$ cat src/hdl/timer0_consts.svh
`ifndef TIMER0_CONSTS_SVH
`define TIMER0_CONSTS_SVH

// ----------------------------------------
// Register offsets on the I/O port
// ----------------------------------------
`define ADDR_CMP_B 6'h28
`define ADDR_CMP_A 6'h29
`define ADDR_CTRL_A 6'h2A
`define ADDR_GEN_CTRL 6'h2C
`define ADDR_COUNTER 6'h32
`define ADDR_CTRL_B 6'h33
`define ADDR_IRQ_STAT 6'h38
`define ADDR_IRQ_MASK 6'h39

// ----------------------------------------
// Field positions
// ----------------------------------------
`define SYNC_HOLD_BIT 7
`define PSC_RESET_BIT 0
`define FLAG_OVF_BIT 0
`define FLAG_MATCH_B_BIT 1
`define FLAG_MATCH_A_BIT 2

// ----------------------------------------
// Reset values and count limits
// ----------------------------------------
`define RST_BYTE 8'h00
`define RST_FLAGS 3'h0
`define COUNT_MAX 8'hFF
`define COUNT_BOTTOM 8'h00
`define PRESC_WIDTH 10

`endif

$ cat src/hdl/timer0_pkg.sv
package timer0_pkg;

    // Waveform generation modes
    typedef enum logic [2:0] {
        WM_NORMAL = 3'h0,
        WM_PHASE_FF = 3'h1,
        WM_CTC = 3'h2,
        WM_FAST_FF = 3'h3,
        WM_RSVD4 = 3'h4,
        WM_PHASE_OCA = 3'h5,
        WM_RSVD6 = 3'h6,
        WM_FAST_OCA = 3'h7
    } wave_mode_e;

    // Compare output actions
    typedef enum logic [1:0] {
        ACT_OFF = 2'h0,
        ACT_TOGGLE = 2'h1,
        ACT_CLEAR = 2'h2,
        ACT_SET = 2'h3
    } out_action_e;

    // Count direction of the dual-slope sequence
    typedef enum logic {
        DIR_UP = 1'b0,
        DIR_DOWN = 1'b1
    } count_dir_e;

    typedef struct packed {
        out_action_e chan_a_output_action;
        out_action_e chan_b_output_action;
        logic [1:0] waveform_mode_field;
    } ctrl_a_s;

    typedef struct packed {
        logic waveform_mode_msb;
        logic [2:0] tick_source_select;
    } ctrl_b_s;

    typedef struct packed {
        logic match_a;
        logic match_b;
        logic overflow;
    } timer_events_s;

endpackage

$ cat src/hdl/timer0_prescaler.sv
`timescale 1ns/100ps
`include "timer0_consts.svh"

module timer0_prescaler #(
    parameter int PRESC_W = `PRESC_WIDTH
) (
    input wire logic ref_clk,
    input wire logic resetn,
    input wire logic presc_clear,
    input wire logic [2:0] tick_source_select,
    input wire logic ext_rise,
    input wire logic ext_fall,
    output logic timer_tick_enable
);

    logic [PRESC_W-1:0] presc_reg;

    // True when the low bits of the prescaler are all ones
    function automatic logic tap_hit(input logic [PRESC_W-1:0] cnt, input int bits);
        logic hit;
        hit = 1'b1;
        for (int i = 0; i < bits; i++) begin
            hit = hit & cnt[i];
        end
        return hit;
    endfunction

    // Free-running divider, held at zero during prescaler reset
    always_ff @(posedge ref_clk or negedge resetn) begin
        if (!resetn) begin
            presc_reg <= '0;
        end else if (presc_clear) begin
            presc_reg <= '0;
        end else begin
            presc_reg <= presc_reg + {{(PRESC_W-1){1'b0}}, 1'b1};
        end
    end

    // Tick source select; a held reset halts every source
    always_comb begin
        timer_tick_enable = 1'b0;
        if (!presc_clear) begin
            unique case (tick_source_select)
                3'h0: timer_tick_enable = 1'b0;
                3'h1: timer_tick_enable = 1'b1;
                3'h2: timer_tick_enable = tap_hit(presc_reg, 3);
                3'h3: timer_tick_enable = tap_hit(presc_reg, 6);
                3'h4: timer_tick_enable = tap_hit(presc_reg, 8);
                3'h5: timer_tick_enable = tap_hit(presc_reg, 10);
                3'h6: timer_tick_enable = ext_fall;
                3'h7: timer_tick_enable = ext_rise;
            endcase
        end
    end

endmodule

$ cat src/hdl/timer0_waveform_control.sv
// Chosen here: the strobed register port.
`timescale 1ns/100ps
`include "timer0_consts.svh"

// Behaviour
// [RULE_01] All counter logic runs on ref_clk and the timer tick is only a clock enable.
// [RULE_02] While sync hold mode is set, the written prescaler reset bit is kept and halts the count.
// [RULE_03] Writing sync hold mode to zero clears the prescaler reset bit and counting resumes.
// [RULE_04] Writing one to the prescaler reset bit resets the prescaler and clears itself unless held.
// [RULE_05] A nonzero output action field gives the pin to the wave output; software sets direction.
// [RULE_06] Normal and clear-on-match modes toggle, clear or set the output on a match.
// [RULE_07] Fast PWM clears on match and sets at bottom for 10, the reverse for 11; 01 is reserved.
// [RULE_08] Fast PWM with compare equal to top and upper action bit set ignores the match only.
// [RULE_09] Phase-correct PWM clears on up match and sets on down match for 10, reverse for 11.
// [RULE_10] Phase-correct PWM with compare equal to top ignores the match and acts at top.
// [RULE_11] The three-bit waveform mode selects count sequence and top source.
// [RULE_12] Compare values update per mode, and the overflow flag sets per mode.
// [RULE_13] Control A bits 3 and 2 ignore writes and read as zero.
// [RULE_14] The tick source select picks stopped, the I/O clock, four taps or the pin edges.
// [RULE_15] A counter write suppresses any compare match on the next tick.
// [RULE_16] Flags assert in the cycle after the tick in which the counter value occurs.
module timer0_waveform_control (
    input wire logic ref_clk,
    input wire logic resetn,
    input wire logic [5:0] reg_addr,
    input wire logic [7:0] reg_wdata,
    input wire logic reg_write,
    input wire logic reg_read,
    output logic [7:0] reg_rdata,
    input wire logic ext_tick_pin,
    output logic wave_out_a,
    output logic wave_out_a_override,
    output logic wave_out_b,
    output logic wave_out_b_override,
    output logic irq
);

    // ----------------------------------------
    // Declarations
    // ----------------------------------------
    timer0_pkg::ctrl_a_s ctrl_a_reg;
    timer0_pkg::ctrl_b_s ctrl_b_reg;
    timer0_pkg::wave_mode_e mode;
    timer0_pkg::count_dir_e dir_reg;
    timer0_pkg::timer_events_s events;
    logic sync_hold_reg;
    logic psc_reset_reg;
    logic [7:0] counter_reg;
    logic [7:0] cmp_a_buf_reg;
    logic [7:0] cmp_b_buf_reg;
    logic [7:0] cmp_a_reg;
    logic [7:0] cmp_b_reg;
    logic block_reg;
    logic [2:0] status_reg;
    logic [2:0] mask_reg;
    logic out_a_reg;
    logic out_b_reg;
    logic [7:0] rdata_reg;
    logic [7:0] rdata_next;
    logic pin_meta_reg;
    logic pin_sync_reg;
    logic pin_last_reg;
    logic timer_tick_enable;
    logic [7:0] top_val;
    logic at_top;
    logic wrap;
    logic cmp_update;
    logic cnt_write;
    logic gen_write;
    logic fast;
    logic phase;

    // ----------------------------------------
    // Mode decoding
    // ----------------------------------------
    function automatic logic is_fast(input timer0_pkg::wave_mode_e m);
        return (m == timer0_pkg::WM_FAST_FF) || (m == timer0_pkg::WM_FAST_OCA);
    endfunction

    function automatic logic is_phase(input timer0_pkg::wave_mode_e m);
        return (m == timer0_pkg::WM_PHASE_FF) || (m == timer0_pkg::WM_PHASE_OCA);
    endfunction

    function automatic logic top_from_a(input timer0_pkg::wave_mode_e m);
        return (m == timer0_pkg::WM_CTC) || (m == timer0_pkg::WM_PHASE_OCA)
            || (m == timer0_pkg::WM_FAST_OCA);
    endfunction

    // Next level of one wave output
    function automatic logic wave_next(
        input logic cur,
        input timer0_pkg::out_action_e act,
        input logic f_mode,
        input logic p_mode,
        input logic hit,
        input logic edge_top,
        input logic down,
        input logic special
    );
        logic res;
        res = cur;
        if (!f_mode && !p_mode) begin
            if (hit) begin
                unique case (act)
                    timer0_pkg::ACT_OFF: res = cur;
                    timer0_pkg::ACT_TOGGLE: res = ~cur;
                    timer0_pkg::ACT_CLEAR: res = 1'b0;
                    timer0_pkg::ACT_SET: res = 1'b1;
                endcase
            end
        end else if (act[1]) begin
            if (hit && !special) begin
                res = (act == timer0_pkg::ACT_SET) ^ (p_mode & down);
            end
            if (edge_top && (f_mode || special)) begin
                res = (act == timer0_pkg::ACT_CLEAR);
            end
        end
        return res;
    endfunction

    // Mode, top source and key count points
    assign mode = timer0_pkg::wave_mode_e'({ctrl_b_reg.waveform_mode_msb,
                                            ctrl_a_reg.waveform_mode_field}); // RULE_11
    assign fast = is_fast(mode);
    assign phase = is_phase(mode);
    assign top_val = top_from_a(mode) ? cmp_a_reg : `COUNT_MAX; // RULE_11
    assign at_top = (counter_reg == top_val);
    assign wrap = timer_tick_enable && at_top;
    assign cnt_write = reg_write && (reg_addr == `ADDR_COUNTER);
    assign gen_write = reg_write && (reg_addr == `ADDR_GEN_CTRL);

    // ----------------------------------------
    // Tick source
    // ----------------------------------------
    // Pin synchroniser and edge history
    always_ff @(posedge ref_clk or negedge resetn) begin
        if (!resetn) begin
            pin_meta_reg <= 1'b0;
            pin_sync_reg <= 1'b0;
            pin_last_reg <= 1'b0;
        end else begin
            pin_meta_reg <= ext_tick_pin;
            pin_sync_reg <= pin_meta_reg;
            pin_last_reg <= pin_sync_reg;
        end
    end

    // Prescaler and source select
    timer0_prescaler i_timer0_prescaler (
        .ref_clk(ref_clk),
        .resetn(resetn),
        .presc_clear(psc_reset_reg), // RULE_04
        .tick_source_select(ctrl_b_reg.tick_source_select), // RULE_14
        .ext_rise(pin_sync_reg & ~pin_last_reg),
        .ext_fall(~pin_sync_reg & pin_last_reg),
        .timer_tick_enable(timer_tick_enable)
    );

    // ----------------------------------------
    // Control registers
    // ----------------------------------------
    // Waveform and tick source fields
    always_ff @(posedge ref_clk or negedge resetn) begin
        if (!resetn) begin
            ctrl_a_reg <= '0;
            ctrl_b_reg <= '0;
        end else begin
            if (reg_write && reg_addr == `ADDR_CTRL_A) begin
                ctrl_a_reg <= {reg_wdata[7:4], reg_wdata[1:0]}; // RULE_13
            end
            if (reg_write && reg_addr == `ADDR_CTRL_B) begin
                ctrl_b_reg <= reg_wdata[3:0];
            end
        end
    end

    // Sync hold mode and self-clearing prescaler reset
    always_ff @(posedge ref_clk or negedge resetn) begin
        if (!resetn) begin
            sync_hold_reg <= 1'b0;
            psc_reset_reg <= 1'b0;
        end else if (gen_write) begin
            sync_hold_reg <= reg_wdata[`SYNC_HOLD_BIT];
            psc_reset_reg <= reg_wdata[`PSC_RESET_BIT]; // RULE_04
        end else if (!sync_hold_reg) begin
            psc_reset_reg <= 1'b0; // RULE_03 RULE_04
        end
    end

    // Compare buffers written by software
    always_ff @(posedge ref_clk or negedge resetn) begin
        if (!resetn) begin
            cmp_a_buf_reg <= `RST_BYTE;
            cmp_b_buf_reg <= `RST_BYTE;
        end else begin
            if (reg_write && reg_addr == `ADDR_CMP_A) begin
                cmp_a_buf_reg <= reg_wdata;
            end
            if (reg_write && reg_addr == `ADDR_CMP_B) begin
                cmp_b_buf_reg <= reg_wdata;
            end
        end
    end

    // Buffered compare values take effect at the mode's update point
    assign cmp_update = (!fast && !phase) || (wrap && dir_reg == timer0_pkg::DIR_UP); // RULE_12

    always_ff @(posedge ref_clk or negedge resetn) begin
        if (!resetn) begin
            cmp_a_reg <= `RST_BYTE;
            cmp_b_reg <= `RST_BYTE;
        end else if (cmp_update) begin
            cmp_a_reg <= cmp_a_buf_reg;
            cmp_b_reg <= cmp_b_buf_reg;
        end
    end

    // ----------------------------------------
    // Counter
    // ----------------------------------------
    // Count sequence advanced only on a tick
    always_ff @(posedge ref_clk or negedge resetn) begin
        if (!resetn) begin
            counter_reg <= `COUNT_BOTTOM;
            dir_reg <= timer0_pkg::DIR_UP;
        end else if (cnt_write) begin
            counter_reg <= reg_wdata;
        end else if (timer_tick_enable) begin // RULE_01
            if (phase) begin
                if (dir_reg == timer0_pkg::DIR_UP && at_top) begin
                    counter_reg <= counter_reg - 8'h01;
                    dir_reg <= timer0_pkg::DIR_DOWN;
                end else if (dir_reg == timer0_pkg::DIR_DOWN && counter_reg == `COUNT_BOTTOM) begin
                    counter_reg <= counter_reg + 8'h01;
                    dir_reg <= timer0_pkg::DIR_UP;
                end else if (dir_reg == timer0_pkg::DIR_UP) begin
                    counter_reg <= counter_reg + 8'h01;
                end else begin
                    counter_reg <= counter_reg - 8'h01;
                end
            end else begin
                counter_reg <= at_top ? `COUNT_BOTTOM : counter_reg + 8'h01; // RULE_11
                dir_reg <= timer0_pkg::DIR_UP;
            end
        end
    end

    // Match blocking after a counter write
    always_ff @(posedge ref_clk or negedge resetn) begin
        if (!resetn) begin
            block_reg <= 1'b0;
        end else if (cnt_write) begin
            block_reg <= 1'b1; // RULE_15
        end else if (timer_tick_enable) begin
            block_reg <= 1'b0;
        end
    end

    // Events of this tick
    always_comb begin
        events.match_a = timer_tick_enable && !block_reg && counter_reg == cmp_a_reg; // RULE_15
        events.match_b = timer_tick_enable && !block_reg && counter_reg == cmp_b_reg;
        if (phase) begin
            events.overflow = timer_tick_enable && counter_reg == `COUNT_BOTTOM; // RULE_12
        end else if (mode == timer0_pkg::WM_FAST_OCA) begin
            events.overflow = wrap;
        end else begin
            events.overflow = timer_tick_enable && counter_reg == `COUNT_MAX;
        end
    end

    // ----------------------------------------
    // Wave outputs
    // ----------------------------------------
    always_ff @(posedge ref_clk or negedge resetn) begin
        if (!resetn) begin
            out_a_reg <= 1'b0;
            out_b_reg <= 1'b0;
        end else begin
            out_a_reg <= wave_next(out_a_reg, ctrl_a_reg.chan_a_output_action, fast, phase,
                events.match_a, wrap, dir_reg == timer0_pkg::DIR_DOWN,
                cmp_a_reg == top_val); // RULE_06 RULE_07 RULE_08 RULE_09 RULE_10
            out_b_reg <= wave_next(out_b_reg, ctrl_a_reg.chan_b_output_action, fast, phase,
                events.match_b, wrap, dir_reg == timer0_pkg::DIR_DOWN,
                cmp_b_reg == top_val); // RULE_06 RULE_07 RULE_08 RULE_09 RULE_10
        end
    end

    assign wave_out_a = out_a_reg;
    assign wave_out_b = out_b_reg;
    assign wave_out_a_override = |ctrl_a_reg.chan_a_output_action; // RULE_05
    assign wave_out_b_override = |ctrl_a_reg.chan_b_output_action; // RULE_05

    // ----------------------------------------
    // Flags and interrupt
    // ----------------------------------------
    // Sticky flags; a new event wins over a write-one clear
    always_ff @(posedge ref_clk or negedge resetn) begin
        if (!resetn) begin
            status_reg <= `RST_FLAGS;
            mask_reg <= `RST_FLAGS;
        end else begin
            if (reg_write && reg_addr == `ADDR_IRQ_STAT) begin
                status_reg <= (status_reg & ~reg_wdata[2:0]) | events; // RULE_16
            end else begin
                status_reg <= status_reg | events; // RULE_16
            end
            if (reg_write && reg_addr == `ADDR_IRQ_MASK) begin
                mask_reg <= reg_wdata[2:0];
            end
        end
    end

    assign irq = |(status_reg & mask_reg);

    // ----------------------------------------
    // Read port
    // ----------------------------------------
    always_comb begin
        rdata_next = 8'h00;
        unique case (reg_addr)
            `ADDR_CTRL_A: rdata_next = {ctrl_a_reg[5:2], 2'b00, ctrl_a_reg[1:0]}; // RULE_13
            `ADDR_CTRL_B: rdata_next = {4'h0, ctrl_b_reg};
            `ADDR_GEN_CTRL: rdata_next = {sync_hold_reg, 6'h00, psc_reset_reg};
            `ADDR_COUNTER: rdata_next = counter_reg;
            `ADDR_CMP_A: rdata_next = cmp_a_buf_reg;
            `ADDR_CMP_B: rdata_next = cmp_b_buf_reg;
            `ADDR_IRQ_STAT: rdata_next = {5'h00, status_reg};
            `ADDR_IRQ_MASK: rdata_next = {5'h00, mask_reg};
            default: rdata_next = 8'h00;
        endcase
    end

    // Read data stands only in the cycle after the strobe
    always_ff @(posedge ref_clk or negedge resetn) begin
        if (!resetn) begin
            rdata_reg <= 8'h00;
        end else begin
            rdata_reg <= reg_read ? rdata_next : 8'h00;
        end
    end

    assign reg_rdata = rdata_reg;
endmodule

$ cat config.mk
export PLATFORM = sky130hd
export DESIGN_NAME = timer0_waveform_control
export DESIGN_NICKNAME = d
export VERILOG_FILES = /design/src/hdl/timer0_pkg.sv /design/src/hdl/timer0_prescaler.sv /design/src/hdl/timer0_waveform_control.sv
export VERILOG_INCLUDE_DIRS = /design/src /design/src/hdl
export SDC_FILE = /design/constraint.sdc
export NUM_CORES = 1
export LEC_CHECK = 0
export ABC_AREA = 1
export BUFFER_PORTS_ARGS = -buffer_cell sky130_fd_sc_hd__buf_2
export CAP_MARGIN = 0
export CORE_MARGIN = 3
export CORE_UTILIZATION = 24
export DETAILED_ROUTE_END_ITERATION = 16
export GPL_TIMING_DRIVEN = 0
export HOLD_SLACK_MARGIN = 0.05
export SYNTH_ARGS = -nofsm -noshare
export SYNTH_HDL_FRONTEND = slang
export SYNTH_SLANG_ARGS = --single-unit
export TNS_END_PERCENT = 1
$ cat constraint.sdc
create_clock -name ref_clk -period 2 [get_ports ref_clk]
set_input_delay 0.6 -clock ref_clk [delete_from_list [all_inputs] [get_ports ref_clk]]
set_output_delay 0.6 -clock ref_clk [all_outputs]
set_load 0.1 [all_outputs]
# Word-level counts from Yosys, hierarchy flattened

Index checks and enable logic that the tools add are counted.
W data, S select, Z words.

Register bits after elaboration: 83
Latch bits: 0
RAM bits: 0
ROM bits: 0
Input port bits: 19
Output and inout bits: 13
Logic and storage cells: 173
Memories kept: 0

Add/sub/neg operators: 3
Multipliers: 0
Divide/modulo/power cells: 0
Order comparisons: 0
Eq/ne operators: 38
Shifts and indexed selects: 0
Muxes and demuxes: 35
Bitwise gates (word level): 25
Reductions and logical operators: 49

Operator list:

| cell                    | count |
|---|---|
| $mux W8                 | 9 |
| $pmux W8 S8             | 1 |
| $eq A6 B6 Y1 const B    | 8 |
| $eq A8 B8 Y1            | 5 |
| $logic_and A1 B1 Y1     | 22 |
| $mux W1                 | 20 |
| $eq A3 B3 Y1 const B    | 6 |
| $and A1 B1 Y1           | 12 |
| $eq A3 B2 Y1 const B    | 4 |
| $add A10 B1 Y10 const B | 1 |
| $mux W10                | 1 |
| $add A8 B1 Y8 const B   | 1 |
| $eq A2 B2 Y1 const B    | 4 |
| $eq A8 B8 Y1 const B    | 1 |
| $logic_not A8 Y1        | 1 |
| $ne A2 B2 Y1 const B    | 4 |
| $pmux W1 S8             | 1 |
| $reduce_and A4 Y1       | 2 |
| $sub A8 B1 Y8 const B   | 1 |
| $logic_or A1 B1 Y1      | 7 |
| $and A3 B3 Y3           | 2 |
| $eq A3 B1 Y1 const B    | 2 |
| $not A1 Y1              | 6 |
| $or A3 B3 Y3            | 2 |
| other kinds (15)        | 27 |

# Logic depth before layout (Yosys ltp)

Word-level depth: 18
Gate-level depth with buffers: 18
Gate-level depth less buffers: 17

# By module

A second synthesis with hierarchy kept.

Cells, all modules: 728
Area total of the unflattened synthesis: 5378.9 um2

By module, submodules not included:

| module                  | instances | cells an instance | area an instance (um2) | sequential area each (um2) |
|---|---|---|---|---|
| timer0_waveform_control | 1         | 652               | 4807.1                 | 1826.8 |
| timer0_prescaler        | 1         | 76                | 571.8                  | 250.2 |

# Worst setup path after synthesis

Ideal clock, no wire load.

Kind: input -> register
Start point: in reg_addr[3]
End point: reg cmp_a_buf_reg[0]
Data arrival time: 1.823 ns
Data required time: 1.869 ns
Slack: 0.046 ns
Cell stages on the path: 8
Buffers on the path: 1
Cells stage by stage: inv_1 nor2_1 inv_1 nor3_1 nand2_1 nor2_1 clkbuf_1 o21ai_0

Word-level cells in the longest chain between the ends: 2

RTL lines:

| what                          | line                           | text |
|---|---|---|
| start: declaration            | timer0_waveform_control.sv:25  | `input wire logic [5:0] reg_addr,` |
| $eq A6 B6 Y1                  | -                              |  |
| $logic_and A1 B1 Y1 (no line) | -                              |  |
| end signal: assignment        | timer0_waveform_control.sv:194 | `` cmp_a_buf_reg <= `RST_BYTE; `` |
| end signal: assignment        | timer0_waveform_control.sv:198 | `cmp_a_buf_reg <= reg_wdata;` |
| end: declaration              | timer0_waveform_control.sv:49  | `logic [7:0] cmp_a_buf_reg;` |

No other way between the ends.
A chain may end at the register's enable or synchronous reset.

# Final worst setup path

Start point: reg ctrl_b_reg[3] (netlist name)
End point: reg cmp_b_reg[7]

Word-level cells in the longest chain between the ends: 8
Elaborated cells between the ends (all ways): 17

RTL lines:

| what                                         | line                                                         | text |
|---|---|---|
| start: declaration                           | timer0_waveform_control.sv:42                                | `timer0_pkg::ctrl_b_s ctrl_b_reg;` |
| start signal: assignment                     | timer0_waveform_control.sv:173                               | `ctrl_b_reg <= reg_wdata[3:0];` |
| $eq A3 B2 Y1 or $eq A3 B3 Y1 (tied branches) | timer0_waveform_control.sv:85, timer0_waveform_control.sv:81 |  |
| $logic_or A1 B1 Y1                           | timer0_waveform_control.sv:85                                | `return (m == timer0_pkg::WM_CTC) \|\| (m == timer0_pkg::WM_PHASE_OCA)` |
| $logic_or A1 B1 Y1                           | timer0_waveform_control.sv:86                                | `\|\| (m == timer0_pkg::WM_FAST_OCA);` |
| $mux W8 (no line)                            | -                                                            |  |
| $eq A8 B8 Y1                                 | timer0_waveform_control.sv:128                               | `assign at_top = (counter_reg == top_val);` |
| $logic_and A1 B1 Y1                          | timer0_waveform_control.sv:129                               | `assign wrap = timer_tick_enable && at_top;` |
| $logic_and A1 B1 Y1                          | timer0_waveform_control.sv:207                               | `assign cmp_update = (!fast && !phase) \|\| (wrap && dir_reg == timer0_pkg::DIR_UP);` |
| $logic_or A1 B1 Y1 *                         | timer0_waveform_control.sv:207                               |  |
| end signal: assignment                       | timer0_waveform_control.sv:212                               | `` cmp_b_reg <= `RST_BYTE; `` |
| end signal: assignment                       | timer0_waveform_control.sv:215                               | `cmp_b_reg <= cmp_b_buf_reg;` |
| end: declaration                             | timer0_waveform_control.sv:52                                | `logic [7:0] cmp_b_reg;` |

Every way passes the cells marked *; elsewhere a longest branch is shown, timed or not.

==> flow_summary.ini <==
[floorplan]
num_rows = 52
pin_count = 32
dieHeight_um = 151
die-area_mm2 = 0.0227
initial_core_util_pct = 24.6
core_mm2 = 0.0204
die_w_um = 151

[timing]
skew_ns = 0.00778
rsz0062_at_grt = true
hold_viol_final = 0
max_slew_margin_pct = 52.7
maxSlewViolCount = 0
finalSetupViolations = 27
period_needed_ns = 2.20
finalCritPeriodShare_pct = 110
fmax_mhz = 454
setup_ws_ns = -0.205
tightest_slew_ns = 0.691

[pwr]
power.density_mw_per_mm2 = 1110
leakagePower_nw = 2.98
sequentialPowerShare_pct = 34.1
combPwrFrac_pct = 42.2
netSwitchingFraction_pct = 42.9
finalPower_mw = 7.10
p_int_mw = 4.05
p_switching_mw = 3.05
ir_worst_vdd_mv = 0.697
p_clk_share_pct = 23.6

[layout]
largest_reg_flops = 10
area_delta_synth_final_pct = 26.9
final_cell_area_mm2 = 0.00637
drive_gt1_share_pct = 21.8
n_fill_cell = 2145
antenna_cells = 0
fin_nets = 789

[synthesis]
ys_ff_latch = 83
synth_warnings = 0
yosys-top-cells-area = dfrtp_1 41%, nand2_1 17%, inv_1 6.1%
synthArstFlopShare_pct = 100
syn_area_mm2 = 0.00502
ys.flop_type = dfrtp_1
synth_top_area_share_pct = 41.4
synth.most_common_cell = nand2_1
syn-instance-count = 697
avgSynthCellArea_um2 = 7.20
synth_nets = 720
synth_common_cells = 232 x nand2_1, 83 x dfrtp_1, 82 x inv_1
yosysUniqueCellTypes = 37
synth_edf_count = 0
synth_top_area_cell = dfrtp_1
yosysSeqAreaShare_pct = 41.4

[placed_design]
placed_cell_area_mm2 = 0.00554
port_buffers = 31
place_congestion = 0.896
pre_cts_ws_ns = -0.660
dp_hpwl_um = 11400

[critical_path]
rr_worst_depth = 14
timing.rr.start = ctrl_b_reg[3]
reg2reg_to = cmp_b_reg[7]
r2r_setup_slack_ns = -0.20
required_ns = 2.24
crit_path_end = cmp_b_reg[7]
worst_setup_path_startpoint = ctrl_b_reg[3]
startpoint_type = flip-flop
max_stage_delay_ns = 0.43
worst-setup-path-type = reg -> reg
cp_top_family = simple AND/OR/NAND/NOR gates
crit_slowest_cell = dfrtp_1
cpMostUsedCell = nand2_4
crit_cells = 14
critPathMaxFanout = 5
endpoint_kind = flip-flop
path_cells = inv_4 -> nand2_4 -> nand2_4 -> nand3_2 -> nand2_1 -> nand2_2 -> nor2_4 -> inv_2 -> nor2_4 -> nand2_4 -> o21ai_4 -> buf_6 -> buf_8 -> o21ai_0
path_buf_inv = 4
arrival_ns = 2.44

[clock_network]
cts.sinks = 83
clock_path_buffers = 2
cts_max_level = 3
clk_pin_slew_ns = 0.07
root_buffer = clkbuf_16
clkLatencyLatePin_ns = 0.35
cts-buffers-inserted = 9
holdBufCountCts = 0
cts_tree = yes

[global_route]
track_usage_pct = 14.3
grt_pass1_vias = 4580
grt_overflow = 0
grt_antenna_before_repair = 0
grt_max_degree = 69
grt_pass1_wl_um = 25000

[drt]
postRouteWirelength_um = 15900
first_iter_violations = 451
vias_per_cell = 4.66
num_vias = 4847
ant_nets = 0
drcViolationCount = 0
dr.pass1.iters = 5
wire_per_inst_um = 15.3

[run]
drv_cap = 0

[min_path]
hp-class = in -> async

[run_status]
outcome = finished with violations
violations = negative setup slack
[power by group through the flow]
| stage | Combinational [mW] | Sequential (mW) | Clock, mW |
|---|---|---|---|
| 2_1_floorplan | 1.82 | 2.40 | 0 |
| 3_3_place_gp | 2.59 | 2.33 | 0 |
| 3_5_place_dp | 2.60 | 2.34 | 0 |
| 4_1_cts | 2.66 | 2.40 | 1.70 |
| 5_1_grt | 3.31 | 2.47 | 1.77 |
| 6_report | 3.00 | 2.42 | 1.68 |
[kinds of logic (layout without fill, tap and decap cells)]
group / count (synthesis) / in the layout / synth area share [%]
compound gates: 117 / 117 / 14.0
xor+xnor: 22 / 22 / 3.84
fa+ha+maj: 4 / 4 / 0.997
buf+inv: 103 / 176 / 8.60
flops: 83 / 83 / 41.4
mux: 1 / 1 / 0.199
simple gates: 367 / 368 / 31.0
[cells in the final DEF (no fill, tap or decap), drive strengths merged, types with 4 or more instances in the layout]
| cell type | netlist | final |
|---|---|---|
| a221oi | 5 | 5 |
| nor3 | 9 | 9 |
| buf | 7 | 68 |
| nor2 | 54 | 54 |
| ha | 4 | 4 |
| nand4 | 8 | 8 |
| inv | 83 | 83 |
| dfrtp | 83 | 83 |
| o21ai | 66 | 66 |
| clkbuf | 10 | 18 |
| a21oi | 29 | 29 |
| nand2 | 237 | 238 |
| xor2 | 19 | 19 |
| nand3 | 51 | 51 |
| clkinv | 3 | 5 |
| o22ai | 8 | 8 |
[stage by stage]
| step | hold WS, ns | util (%) | std cells | setup TNS, ns |
|---|---|---|---|---|
| final | 0.116 | 31.3 | 1041 | -3.34 |
| after global routing | 0.118 | 31.3 | 1041 | -5.76 |
| after CTS | 0.117 | 29.7 | 1028 | -4.31 |
| after detailed placement | 0.336 | 27.2 | 999 | -19.64 |
| after global placement | 0.336 | 27.1 | 998 | -59.15 |
| after floorplan | 0.304 | - | 697 | 0 |
[routing by layer]
metal | global-route usage [%] | wire (um) | share of wire (%)
met5 | 0 | 0 | 0
met4 | 4.67 | 400 | 2.5
met3 | 2.89 | 722 | 4.5
met2 | 23.2 | 7650 | 48
met1 | 19.1 | 7180 | 45
[cell type report]
| class | instances | area [um^2] | area share (%) |
|---|---|---|---|
| Buffer | 14 | 110 | 1.73 |
| Clock buffer | 12 | 267 | 4.19 |
| Clock inverter | 4 | 31.3 | 0.491 |
| Inverter | 86 | 353 | 5.54 |
| Multi-Input combinational cell | 512 | 2750 | 43.1 |
| Sequential cell | 83 | 2080 | 32.7 |
| Tap cell | 270 | 338 | 5.31 |
| Timing Repair Buffer | 60 | 438 | 6.88 |
[worst min path at each step]
stage | startpoint | endpoint | cells past startpoint
after global placement | pin_meta_reg | pin_sync_reg | 0
after CTS | resetn | i_timer0_prescaler.presc_reg[3] | 1
after floorplan | resetn | block_reg | 0
after detailed placement | pin_meta_reg | pin_sync_reg | 0
final | resetn | i_timer0_prescaler.presc_reg[3] | 1
after global routing | resetn | i_timer0_prescaler.presc_reg[3] | 1
[timing repair]
action	CTS	global route
pin swaps	7	16
resized for setup	28	73
cloned	3	0
setup endpoints to repair	47	44
buffers inserted	13	13
No activity file was read; power rests on OpenSTA's default activity.
